### src/usbepm_pkg.sv
package usbepm_pkg;
  // ---------------------------------------------
  // Register offsets
  // ---------------------------------------------
  localparam logic [7:0] ADR_CFG = 8'h00;
  localparam logic [7:0] ADR_STAT = 8'h40;
  localparam logic [7:0] ADR_IRQ = 8'h80;
  localparam logic [7:0] ADR_DMA = 8'h84;
  localparam logic [7:0] ADR_CMD = 8'h88;
  localparam logic [7:0] ADR_ALLOC = 8'h8C;
  // ---------------------------------------------
  // Field positions
  // ---------------------------------------------
  localparam int CFG_ISO = 4;
  localparam int CFG_DIR = 5;
  localparam int CFG_DBL = 6;
  localparam int CFG_EN = 7;
  localparam int DMA_EN = 4;
  localparam int ALLOC_OVER = 15;
  // ---------------------------------------------
  // Reset values and fixed codes
  // ---------------------------------------------
  localparam logic [7:0] CFG_RST = 8'h00;
  localparam logic [7:0] CFG_CTRL_OUT = 8'h83;
  localparam logic [7:0] CFG_CTRL_IN = 8'hA3;
  localparam logic [4:0] DMA_RST = 5'h00;
  localparam logic [3:0] EP_CTRL_OUT = 4'h0;
  localparam logic [3:0] EP_CTRL_IN = 4'h1;
  localparam logic [3:0] EP_FIRST_CFG = 4'h2;
  localparam logic [14:0] PHYS_LIMIT = 15'h099E;
  // ---------------------------------------------
  // Buffer size tables
  // ---------------------------------------------
  localparam logic [3:0][10:0] NISO_SIZE = {11'h040, 11'h020, 11'h010, 11'h008};
  localparam logic [15:0][10:0] ISO_SIZE = {
    11'h3FF, 11'h380, 11'h300, 11'h280, 11'h200, 11'h180, 11'h140, 11'h100,
    11'h0C0, 11'h0A0, 11'h080, 11'h060, 11'h040, 11'h030, 11'h020, 11'h010};
  // ---------------------------------------------
  // Types
  // ---------------------------------------------
  typedef enum logic [2:0] {CMD_NONE, CMD_CLEAR, CMD_VALID, CMD_ACKSU} usbepm_cmd_e;
  typedef enum logic [1:0] {TOK_IN, TOK_OUT, TOK_SETUP} usbepm_tok_e;
  typedef struct packed {
    logic cyc;
    logic stb;
    logic we;
    logic [7:0] adr;
    logic [3:0] sel;
    logic [31:0] dat;
  } usbepm_wbreq_s;
  typedef struct packed {
    logic vld;
    usbepm_tok_e kind;
    logic [3:0] ep;
    logic [10:0] len;
  } usbepm_tok_s;
  typedef struct packed {
    logic send;
    logic store;
    logic nak;
    logic [10:0] maxpkt;
  } usbepm_rsp_s;
endpackage

### src/usbepm_top.sv
`timescale 1ns/100ps
`default_nettype none
// What this block does
// - Sixteen endpoints: control pair plus fourteen
// - All PIO; DMA only endpoints 2 to 15
// - DMA goes to index field, gated by enable
// - Max packet equals configured buffer size
// - Disabled endpoints get zero storage
// - Allocation from enable, size code, iso bit
// - Non-iso codes 0 to 3 give 8 to 64 bytes
// - Iso codes give 16 to 1023 bytes
// - Double buffer doubles physical storage on endpoints 2 to 15
// - Allocation follows config writes automatically
// - Resets disable and clear configurable endpoints
// - Packet sent or received sets event bit
// - Status read clears event, reports buffer state
// - Receive: read, clear, then accept next
// - Transmit: write, validate, then send
// - Set-up flushes IN, blocks clear and validate
// - Acknowledge set-up on both re-enables commands
// - IN token sends validated data else NAK
// - OUT token stores if room and length within max packet else NAK
module usbepm_top (
  input wire logic i_mclk,
  input wire logic i_resetn,
  input wire logic i_usb_reset,
  input wire usbepm_pkg::usbepm_wbreq_s i_wb,
  output logic o_wb_ack,
  output logic [31:0] o_wb_dat,
  input wire usbepm_pkg::usbepm_tok_s i_tok,
  output usbepm_pkg::usbepm_rsp_s o_rsp,
  output logic [15:0] o_ep_events,
  output logic [3:0] o_dma_ep,
  output logic o_dma_active,
  output logic o_dma_write
);

  // ---------------------------------------------
  // State
  // ---------------------------------------------
  typedef struct packed {
    logic [15:0][7:0] cfg;
    logic [4:0] dma;
    logic [15:0] evt;
    logic [15:0][1:0] cnt;
    logic [1:0] lock;
    logic ack;
    logic [31:0] dat;
    usbepm_pkg::usbepm_rsp_s rsp;
    logic dma_act;
    logic dma_wr;
  } usbepm_st_s;

  usbepm_st_s st_ff;
  usbepm_st_s nxt_st;
  usbepm_st_s rst_st;

  logic [15:0][10:0] lsz;
  logic [15:0][11:0] phys;
  logic [15:0][1:0] cap;
  logic [15:0] ep_en;
  logic [15:0] ep_dir;
  logic [14:0] total;

  // ---------------------------------------------
  // Allocation per endpoint
  // ---------------------------------------------
  for (genvar i = 0; i < 16; i++)
  begin : g_ep
    logic [3:0] code;
    logic iso;
    logic dbl;
    assign code = st_ff.cfg[i][3:0];
    assign iso = st_ff.cfg[i][usbepm_pkg::CFG_ISO];
    assign dbl = st_ff.cfg[i][usbepm_pkg::CFG_DBL] && (i >= 2);
    assign ep_en[i] = st_ff.cfg[i][usbepm_pkg::CFG_EN];
    assign ep_dir[i] = st_ff.cfg[i][usbepm_pkg::CFG_DIR];
    always_comb
    begin
      if (!ep_en[i])
      begin
        lsz[i] = 11'h000;
      end
      else if (iso)
      begin
        lsz[i] = usbepm_pkg::ISO_SIZE[code];
      end
      else if (code[3:2] == 2'h0)
      begin
        lsz[i] = usbepm_pkg::NISO_SIZE[code[1:0]];
      end
      else
      begin
        lsz[i] = 11'h000;
      end
    end
    assign phys[i] = dbl ? {lsz[i], 1'b0} : {1'b0, lsz[i]};
    assign cap[i] = (lsz[i] == 11'h000) ? 2'h0 : (dbl ? 2'h2 : 2'h1);
  end

  always_comb
  begin
    total = 15'h0000;
    for (int i = 0; i < 16; i++)
    begin
      total = total + {3'h0, phys[i]};
    end
  end

  // ---------------------------------------------
  // Reset image
  // ---------------------------------------------
  always_comb
  begin
    rst_st = '0;
    for (int i = 0; i < 16; i++)
    begin
      rst_st.cfg[i] = usbepm_pkg::CFG_RST;
    end
    rst_st.cfg[usbepm_pkg::EP_CTRL_OUT] = usbepm_pkg::CFG_CTRL_OUT;
    rst_st.cfg[usbepm_pkg::EP_CTRL_IN] = usbepm_pkg::CFG_CTRL_IN;
    rst_st.dma = usbepm_pkg::DMA_RST;
  end

  // ---------------------------------------------
  // Next state
  // ---------------------------------------------
  logic req;
  logic wr;
  logic rd;
  logic [3:0] wi;
  logic [3:0] ce;
  usbepm_pkg::usbepm_cmd_e op;
  logic blocked;
  logic [15:0] evt_set;
  logic [15:0] evt_clr;
  logic [31:0] rdat;
  logic [3:0] te;

  always_comb
  begin
    nxt_st = st_ff;
    evt_set = 16'h0000;
    evt_clr = 16'h0000;
    req = i_wb.cyc && i_wb.stb && !st_ff.ack;
    wr = req && i_wb.we;
    rd = req && !i_wb.we;
    wi = i_wb.adr[5:2];
    ce = i_wb.dat[3:0];
    op = usbepm_pkg::usbepm_cmd_e'(i_wb.dat[6:4]);
    blocked = (ce < usbepm_pkg::EP_FIRST_CFG) && (st_ff.lock != 2'h0);
    te = i_tok.ep;
    nxt_st.ack = req;
    nxt_st.rsp.send = 1'b0;
    nxt_st.rsp.store = 1'b0;
    nxt_st.rsp.nak = 1'b0;
    nxt_st.rsp.maxpkt = lsz[te];
    // Read data
    rdat = 32'h0000_0000;
    if (i_wb.adr[7:6] == 2'h0)
    begin
      rdat = {24'h00_0000, st_ff.cfg[wi]};
    end
    else if (i_wb.adr[7:6] == 2'h1)
    begin
      rdat = {27'h000_0000, st_ff.cfg[wi][usbepm_pkg::CFG_DBL],
        (wi < usbepm_pkg::EP_FIRST_CFG) && (st_ff.lock != 2'h0),
        st_ff.cnt[wi], st_ff.evt[wi]};
    end
    else if (i_wb.adr == usbepm_pkg::ADR_IRQ)
    begin
      rdat = {16'h0000, st_ff.evt};
    end
    else if (i_wb.adr == usbepm_pkg::ADR_DMA)
    begin
      rdat = {27'h000_0000, st_ff.dma};
    end
    else if (i_wb.adr == usbepm_pkg::ADR_ALLOC)
    begin
      rdat = {16'h0000, total > usbepm_pkg::PHYS_LIMIT, total};
    end
    if (req)
    begin
      nxt_st.dat = rdat;
    end
    // Register writes
    if (wr && i_wb.sel[0] && (i_wb.adr[7:6] == 2'h0) && (wi >= usbepm_pkg::EP_FIRST_CFG))
    begin
      nxt_st.cfg[wi] = i_wb.dat[7:0];
    end
    if (wr && i_wb.sel[0] && (i_wb.adr == usbepm_pkg::ADR_DMA))
    begin
      nxt_st.dma = i_wb.dat[4:0];
    end
    if (rd && (i_wb.adr[7:6] == 2'h1))
    begin
      evt_clr[wi] = 1'b1;
    end
    // Firmware commands
    if (wr && i_wb.sel[0] && (i_wb.adr == usbepm_pkg::ADR_CMD))
    begin
      case (op)
        usbepm_pkg::CMD_CLEAR:
        begin
          if (!blocked && !ep_dir[ce] && (st_ff.cnt[ce] != 2'h0))
          begin
            nxt_st.cnt[ce] = st_ff.cnt[ce] - 2'h1;
          end
        end
        usbepm_pkg::CMD_VALID:
        begin
          if (!blocked && ep_dir[ce] && (st_ff.cnt[ce] < cap[ce]))
          begin
            nxt_st.cnt[ce] = st_ff.cnt[ce] + 2'h1;
          end
        end
        usbepm_pkg::CMD_ACKSU:
        begin
          if (ce < usbepm_pkg::EP_FIRST_CFG)
          begin
            nxt_st.lock[ce[0]] = 1'b0;
          end
        end
        default:
        begin
          nxt_st.lock = nxt_st.lock;
        end
      endcase
    end
    // Serial engine tokens
    if (i_tok.vld)
    begin
      case (i_tok.kind)
        usbepm_pkg::TOK_IN:
        begin
          if (ep_en[te] && ep_dir[te] && (nxt_st.cnt[te] != 2'h0))
          begin
            nxt_st.cnt[te] = nxt_st.cnt[te] - 2'h1;
            nxt_st.rsp.send = 1'b1;
            evt_set[te] = 1'b1;
          end
          else
          begin
            nxt_st.rsp.nak = 1'b1;
          end
        end
        usbepm_pkg::TOK_OUT:
        begin
          if (ep_en[te] && !ep_dir[te] && (nxt_st.cnt[te] < cap[te]) && (i_tok.len <= lsz[te]))
          begin
            nxt_st.cnt[te] = nxt_st.cnt[te] + 2'h1;
            nxt_st.rsp.store = 1'b1;
            evt_set[te] = 1'b1;
          end
          else
          begin
            nxt_st.rsp.nak = 1'b1;
          end
        end
        usbepm_pkg::TOK_SETUP:
        begin
          if (te == usbepm_pkg::EP_CTRL_OUT)
          begin
            nxt_st.cnt[usbepm_pkg::EP_CTRL_OUT] = 2'h1;
            nxt_st.cnt[usbepm_pkg::EP_CTRL_IN] = 2'h0;
            nxt_st.lock = 2'h3;
            nxt_st.rsp.store = 1'b1;
            evt_set[usbepm_pkg::EP_CTRL_OUT] = 1'b1;
          end
          else
          begin
            nxt_st.rsp.nak = 1'b1;
          end
        end
        default:
        begin
          nxt_st.rsp.nak = 1'b1;
        end
      endcase
    end
    // Event bits, set wins over clear
    nxt_st.evt = (st_ff.evt & ~evt_clr) | evt_set;
    // Bus reset
    if (i_usb_reset)
    begin
      nxt_st.cfg = rst_st.cfg;
      nxt_st.dma = rst_st.dma;
      nxt_st.evt = 16'h0000;
      nxt_st.cnt = '0;
      nxt_st.lock = 2'h0;
      nxt_st.rsp.send = 1'b0;
      nxt_st.rsp.store = 1'b0;
      nxt_st.rsp.nak = 1'b0;
    end
    // DMA target
    nxt_st.dma_act = nxt_st.dma[usbepm_pkg::DMA_EN] && (nxt_st.dma[3:0] >= usbepm_pkg::EP_FIRST_CFG)
      && ep_en[nxt_st.dma[3:0]];
    nxt_st.dma_wr = ep_dir[nxt_st.dma[3:0]];
  end

  // ---------------------------------------------
  // Registers
  // ---------------------------------------------
  always_ff @(posedge i_mclk or negedge i_resetn)
  begin
    if (!i_resetn)
    begin
      st_ff.cfg <= {usbepm_pkg::CFG_CTRL_IN, usbepm_pkg::CFG_CTRL_OUT} |
        128'h0000_0000_0000_0000_0000_0000_0000_0000;
      st_ff.dma <= usbepm_pkg::DMA_RST;
      st_ff.evt <= 16'h0000;
      st_ff.cnt <= 32'h0000_0000;
      st_ff.lock <= 2'h0;
      st_ff.ack <= 1'b0;
      st_ff.dat <= 32'h0000_0000;
      st_ff.rsp <= 14'h0000;
      st_ff.dma_act <= 1'b0;
      st_ff.dma_wr <= 1'b0;
    end
    else
    begin
      st_ff <= nxt_st;
    end
  end

  // ---------------------------------------------
  // Outputs
  // ---------------------------------------------
  assign o_wb_ack = st_ff.ack;
  assign o_wb_dat = st_ff.dat;
  assign o_rsp = st_ff.rsp;
  assign o_ep_events = st_ff.evt;
  assign o_dma_ep = st_ff.dma[3:0];
  assign o_dma_active = st_ff.dma_act;
  assign o_dma_write = st_ff.dma_wr;

endmodule
`default_nettype wire

### config.mk
export PLATFORM = sky130hd
export DESIGN_NAME = usbepm_top
export DESIGN_NICKNAME = d
export VERILOG_FILES = /design/src/usbepm_pkg.sv /design/src/usbepm_top.sv
export SDC_FILE = /design/constraint.sdc
export NUM_CORES = 1
export LEC_CHECK = 0
export ABC_CLOCK_PERIOD_IN_PS = 19800
export BUFFER_PORTS_ARGS = -buffer_cell sky130_fd_sc_hd__buf_2
export CAP_MARGIN = 15
export CELL_PAD_IN_SITES_DETAIL_PLACEMENT = 1
export CELL_PAD_IN_SITES_GLOBAL_PLACEMENT = 1
export CORE_MARGIN = 1
export CORE_UTILIZATION = 52
export CTS_CLUSTER_DIAMETER = 150
export DETAILED_ROUTE_END_ITERATION = 7
export PLACE_DENSITY_LB_ADDON = 0.1
export SKIP_CTS_REPAIR_TIMING = 1
export SYNTH_ARGS = -nofsm -noshare
export SYNTH_HDL_FRONTEND = slang
export SYNTH_SLANG_ARGS = --single-unit
### constraint.sdc
create_clock -name i_mclk -period 19.8 [get_ports i_mclk]
set_input_delay 1.98 -clock i_mclk [delete_from_list [all_inputs] [get_ports i_mclk]]
set_output_delay 1.98 -clock i_mclk [all_outputs]
set_load 0.05 [all_outputs]
---- Yosys cells after proc, flatten, opt, wreduce, memory -nomap -nowiden ----
Memories as Yosys holds them, arrays and structs flattened.
Index checks and enable logic that the tools add are counted.
word-level totals
  logic and storage cells ................. 434
  register bits ........................... 232
  input port bits ......................... 68
  memories ................................ 16
  bits in read-only memories .............. 2816
operators by class
  multiplexer cells ....................... 221
  equality and inequality tests ........... 10
  reduce and logical (&&, ||, !) cells .... 71
  $add $sub $neg .......................... 19
  bitwise operators ....................... 5
  $lt $le $gt $ge ......................... 49
memory list
  memory            depth  width  read ports  clocked after memory_dff  write ports  RTL line          text
  (name not given)  16     11     1           0                         0            usbepm_top.sv:86  lsz[i] = usbepm_pkg::ISO_SIZE[code];
  (name not given)  16     11     1           0                         0            usbepm_top.sv:86
  (name not given)  16     11     1           0                         0            usbepm_top.sv:86
  (name not given)  16     11     1           0                         0            usbepm_top.sv:86
  (name not given)  16     11     1           0                         0            usbepm_top.sv:86
  (name not given)  16     11     1           0                         0            usbepm_top.sv:86
  10 more memories  -      -      -           -                         -            -
operator list
  operator                                            count
  two-way mux 11 bit                                  81
  binary-select mux 11 bit (select 2 bit)             16
  two-way mux 183 bit                                 1
  zero test 11 bit                                    16
  two-way mux 12 bit                                  14
  adder 15 x 12 -> 15 bit                             11
  two-way mux 16 bit                                  9
  bitwise mux 128 bit                                 1
  bitwise mux 32 bit                                  4
  two-way mux 128 bit                                 1
  two-way mux 32 bit                                  4
  < comparator 4 x 5 -> 1 bit, second input constant  20
  two-way mux 2 bit                                   38
  two-way mux 34 bit                                  2
  one-hot mux 32 bit (2 select lines)                 1
  one-hot mux 28 bit (2 select lines)                 1
  < comparator 2 x 3 -> 1 bit, second input constant  16
  binary-select mux 11 bit (select 4 bit)             1
  binary-select mux 2 bit (select 4 bit)              5
  zero test 2 bit                                     18
  binary-select mux 8 bit (select 4 bit)              1
  demux 8 bit (select 4 bit)                          1
  == test 8 bit, second input constant                4
  one-hot mux 15 bit (2 select lines)                 1
  39 further kinds                                    108

---- Longest topological paths before layout ----
  depth after elaboration ................. 27
  gate-level depth with buffers ........... 35

---- Worst setup path after synthesis ----
No wires, ideal clock.
  kind .................................... input-to-reg
  start point ............................. input i_wb[0] (netlist bit)
  end point ............................... register st_ff[76] (netlist bit)
  data required time ...................... 19.717 ns
  arrival ................................. 7.532 ns
  slack ................................... 12.185 ns
  buffers on the path ..................... 5
  stages on the path ...................... 27
  cell sequence ........................... buf_6 buf_4 clkbuf_1 mux4_2 mux4_2 ha_1 inv_1 o211ai_1 or2_2 o21ai_0 and2_1 clkbuf_1 a21oi_1 o21ai_0 nand2_1 a22o_1 nor4b_2 nand2_1 ha_1 nor2_1 nand2_1 nor2_1 nand2_1 a21boi_0 or2_0 clkbuf_1 o22ai_1
RTL lines
  what                    RTL line           text
  start: declaration      usbepm_top.sv:27   input wire usbepm_pkg::usbepm_wbreq_s i_wb,
  end signal: assignment  usbepm_top.sv:322  st_ff <= nxt_st;
  end: declaration        usbepm_top.sv:54   usbepm_st_s st_ff;

==> impl_results.html <==
<table>
<tr><th>Metric</th><th>Value</th></tr>
<tr><th colspan="2">Critical path</th></tr>
<tr><td>FF-to-FF Start</td><td>g_ep[3].code[0]</td></tr>
<tr><td>Worst-path cell with the longest stage delay</td><td>o31ai_4</td></tr>
<tr><td>Class of the most critical setup path</td><td>in2reg</td></tr>
<tr><td>Length in cells of the worst reg-to-reg path</td><td>30</td></tr>
<tr><td>Origin of the worst setup path</td><td>i_wb[0]</td></tr>
<tr><td>Required time of the critical path</td><td>20.28 ns</td></tr>
<tr><td>Peak fanout along the critical path</td><td>23</td></tr>
<tr><td>Worst r2r dst</td><td>o_ep_events[9]</td></tr>
<tr><td>Bufs and invs on worst path</td><td>6</td></tr>
<tr><td>Endpoint kind of the worst setup timing path</td><td>register</td></tr>
<tr><td>WP data arrival</td><td>11.26 ns</td></tr>
<tr><td>Family of cells with the greatest summed delay on the critical path</td><td>compound AO/OA/AOI/OAI gates</td></tr>
<tr><td>Largest stage delay on the critical path</td><td>0.93 ns</td></tr>
<tr><td>Type of origin of the critical path</td><td>primary input</td></tr>
<tr><td>R2R Setup Slk</td><td>10.28 ns</td></tr>
<tr><th colspan="2">Place</th></tr>
<tr><td>Number of placed cells counting well taps</td><td>3,797</td></tr>
<tr><td>GPL Wtd Cong</td><td>1.131</td></tr>
<tr><td>Dpl ws</td><td>8.873 ns</td></tr>
<tr><td>Number of port buffers</td><td>92</td></tr>
<tr><td>Sum of net half-perimeters after detailed placement</td><td>94.51 mm</td></tr>
<tr><th colspan="2">Min path</th></tr>
<tr><td>Type of the most critical hold path</td><td>reg2reg</td></tr>
<tr><td>Hold Path Origin</td><td>o_wb_dat[4]</td></tr>
<tr><td>Hold Path Sink</td><td>o_wb_dat[4]</td></tr>
<tr><td>Count of cells along the worst hold path</td><td>1</td></tr>
<tr><th colspan="2">Timing</th></tr>
<tr><td>Final worst slack</td><td>9.020 ns</td></tr>
<tr><td>Max-slew headroom</td><td>13.79%</td></tr>
<tr><td>Setup-failing EPs final</td><td>0</td></tr>
<tr><td>Number of endpoints with negative hold slack in the final report</td><td>0</td></tr>
<tr><td>Fin crit period</td><td>10.78 ns</td></tr>
<tr><td>Sum of negative setup slack</td><td>0 ns</td></tr>
<tr><td>Worst Clk Skew</td><td>0.01985 ns</td></tr>
<tr><td>FMAX</td><td>92.77 MHz</td></tr>
<tr><td>Unrepaired setup endpoints after global routing</td><td>no</td></tr>
<tr><td>Final worst path period share</td><td>54.44%</td></tr>
<tr><td>Max-slew violation count</td><td>0</td></tr>
<tr><td>Worst-Margin Slew</td><td>1.283 ns</td></tr>
<tr><th colspan="2">GRT</th></tr>
<tr><td>Antenna violations before repair</td><td>6</td></tr>
<tr><td>Pin count of the biggest net entering global routing</td><td>103</td></tr>
<tr><td>Total routing resource utilization after global routing</td><td>47.08%</td></tr>
<tr><td>Aggregate global routing overflow</td><td>0</td></tr>
<tr><td>Wire length of the first global-routing pass</td><td>182.4 mm</td></tr>
<tr><td>Vias in the first global route</td><td>27.47k</td></tr>
<tr><th colspan="2">Routing</th></tr>
<tr><td>Number of iterations in the first detailed-routing pass</td><td>6</td></tr>
<tr><td>Vias after detailed routing</td><td>27.23k</td></tr>
<tr><td>Remaining design rule violation count</td><td>0</td></tr>
<tr><td>Mean routed wirelength per cell</td><td>32.32 µm</td></tr>
<tr><td>First-iteration detailed-routing DRC count</td><td>3,429</td></tr>
<tr><td>Antenna viol nets, final</td><td>0</td></tr>
<tr><td>Sum of routed wire length over all layers</td><td>124.4 mm</td></tr>
<tr><td>Post-DR vias/cell</td><td>7.074</td></tr>
<tr><th colspan="2">Clock tree</th></tr>
<tr><td>Number of clock sinks</td><td>213</td></tr>
<tr><td>Number of levels the H-tree was split into</td><td>1</td></tr>
<tr><td>Clock root buffer</td><td>clkbuf_16</td></tr>
<tr><td>Insertion delay to the later sink of the worst-skew pair</td><td>0.59 ns</td></tr>
<tr><td>Clock transition time at the flip-flop clock pins of the worst setup and hold paths</td><td>0.06 ns</td></tr>
<tr><td>TritonCTS clock tree</td><td>built</td></tr>
<tr><td>Buffer depth of the longest clock path</td><td>3</td></tr>
<tr><td>Number of CTS-inserted buffers</td><td>26</td></tr>
<tr><th colspan="2">Logic synthesis</th></tr>
<tr><td>Share of flip-flops with an asynchronous set or reset</td><td>100.0%</td></tr>
<tr><td>Distinct cells, synth</td><td>89</td></tr>
<tr><td>Portion of the post-synthesis area used by sequential elements</td><td>20.01%</td></tr>
<tr><td>Instance count of the mapped netlist</td><td>3,256</td></tr>
<tr><td>Post-synthesis register bit count</td><td>213</td></tr>
<tr><td>Mean cell area of the mapped netlist</td><td>8.195 µm²</td></tr>
<tr><td>Cell Area, Synth</td><td>0.02668 mm²</td></tr>
<tr><td>Synthesis Warnings</td><td>0</td></tr>
<tr><td>Top flip-flop cell by instance count after synthesis</td><td>dfrtp_1</td></tr>
<tr><td>Count of flip-flops with a built-in enable after synthesis</td><td>0</td></tr>
<tr><th colspan="2">Layout</th></tr>
<tr><td>Number of nets in the finished design</td><td>3,522</td></tr>
<tr><td>Non-filler instance count after layout</td><td>3,849</td></tr>
<tr><td>Proportion of layout cells with a drive suffix above 1</td><td>11.18%</td></tr>
<tr><td>Number of filler instances in the final layout</td><td>6,019</td></tr>
<tr><td>Layout overhead on the synthesized area</td><td>5.078%</td></tr>
<tr><th colspan="2">Floorplanning</th></tr>
<tr><td>Number of rows in the core area</td><td>82</td></tr>
<tr><td>I/O pin total</td><td>137</td></tr>
<tr><td>Core area</td><td>0.05038 mm²</td></tr>
<tr><td>Initial cell density of the core</td><td>52.97%</td></tr>
<tr><td>Die Area</td><td>0.05223 mm²</td></tr>
<tr><td>Die height</td><td>228.5 µm</td></tr>
<tr><td>Chip width</td><td>228.5 µm</td></tr>
<tr><th colspan="2">Flow run</th></tr>
<tr><td>Total of max-cap violations</td><td>0</td></tr>
<tr><th colspan="2">Status</th></tr>
<tr><td>Run status</td><td>finished clean</td></tr>
<tr><th colspan="2">Power and ir drop</th></tr>
<tr><td>Power density relative to cell area</td><td>42.05 mW/mm²</td></tr>
<tr><td>Maximum vdd ir drop</td><td>0.00006092 V</td></tr>
<tr><td>Leakage power of the design</td><td>12.13 nW</td></tr>
</table>
report_power, final:
group	total (mW)	internal, mW	switching (mW)
Sequential	0.442	0.440	0.00272
Combinational	0.179	0.0404	0.139
Clock	0.557	0.338	0.218
Total	1.18	0.819	0.360
per-layer routing:
metal	part of all wire, %	GRT usage [%]	vias up
met5	0.055	0	-
met4	7.0	26.85	10
met3	12	14.11	463
met2	43	70.61	1823
met1	38	60.36	13722
li1	-	-	11211
flip-flops by register name (all words and copies together), names as in the netlist, 14 cells and up:
register	count
g_ep.iso	16
ep_dir	16
o_wb_dat	16
st_ff	37
g_ep.dbl	14
g_ep.code	64
ep_en	16
o_ep_events	16
cell type report:
class,count,area (µm²),area share (%)
inverter,276,1039,3.704
clock buffer,33,728.2,2.597
multi-input combinational,2504,19050,67.94
tap,672,840.8,2.999
sequential,213,5339,19.04
clock inverter,15,242.7,0.8657
antenna,2,5.005,0.01785
timing repair buffer,134,795.8,2.838
cells in the final DEF (no fill, tap or decap), types with 129 or more instances in the layout:
cell,netlist,routed
o21ai_0,182,182
nand3_1,143,143
nand2_1,390,390
nor2_1,300,295
mux2i_1,129,129
ha_1,160,160
fa_1,139,139
inv_1,272,272
dfrtp_1,206,206
a21oi_1,220,220
synth_stat cells, types with 15 or more instances:
cell	number	share of area [%]
nand4_1	21	0.49
nand2b_1	33	0.77
and2_1	20	0.47
nor2_1	300	4.2
o21a_1	31	0.87
mux2_2	20	0.84
nand2_1	390	5.5
fa_1	139	10
nor2b_1	48	1.1
nor3_1	49	0.92
a21o_1	16	0.45
mux4_2	95	8.0
inv_1	272	3.8
a211oi_1	21	0.59
buf_4	72	2.0
o22ai_1	41	0.96
ha_1	160	7.5
a22oi_1	26	0.73
or2_2	23	0.54
a21oi_1	220	4.1
a31oi_1	31	0.73
a221oi_1	15	0.49
o211ai_1	31	0.87
nand3_1	143	2.7
o31ai_1	28	0.79
and3_1	28	0.66
clkbuf_1	175	2.5
o21ai_0	182	3.4
buf_1	22	0.31
dfrtp_1	206	19
mux2i_1	129	4.8
through the flow:
stage | hold slack, ns | instance area, µm² | power [mW] | utilization (%)
after global routing | 0.5041 | 28030 | 1.196 | 55.65
after CTS | 0.4924 | 28020 | 1.171 | 55.62
final | 0.4926 | 28040 | 1.179 | 55.66
after floorplan | 0.4498 | 26740 | 0.5632 | -
after detailed placement | 0.4763 | 27050 | 0.6212 | 53.69
after global placement | 0.4574 | 27050 | 0.6173 | 53.69
kinds of logic (layout without fill, tap and decap cells):
| logic type | count (synthesis) | after routing | synth area share (%) |
|---|---|---|---|
| AO/OA/AOI/OAI | 799 | 799 | 19.23 |
| XOR/XNOR | 12 | 12 | 0.3939 |
| adder cells (fa/ha/maj) | 299 | 299 | 17.93 |
| buffers and inverters | 555 | 458 | 8.937 |
| flip-flops | 213 | 213 | 20.01 |
| multiplexers | 244 | 244 | 13.70 |
| other | 1 | 19 | 0.01405 |
| AND/OR/NAND/NOR | 1133 | 1133 | 19.79 |
worst max path at each step:
| stage | end | cells after the start |
|---|---|---|
| 2_1_floorplan | st_ff[76] | 27 |
| 3_3_place_gp | o_ep_events[6] | 28 |
| 3_5_place_dp | o_ep_events[2] | 28 |
| 4_1_cts | o_ep_events[9] | 28 |
| 5_1_grt | o_ep_events[2] | 28 |
| 6_report | o_ep_events[9] | 28 |
Power figures use the tool's default switching activity.
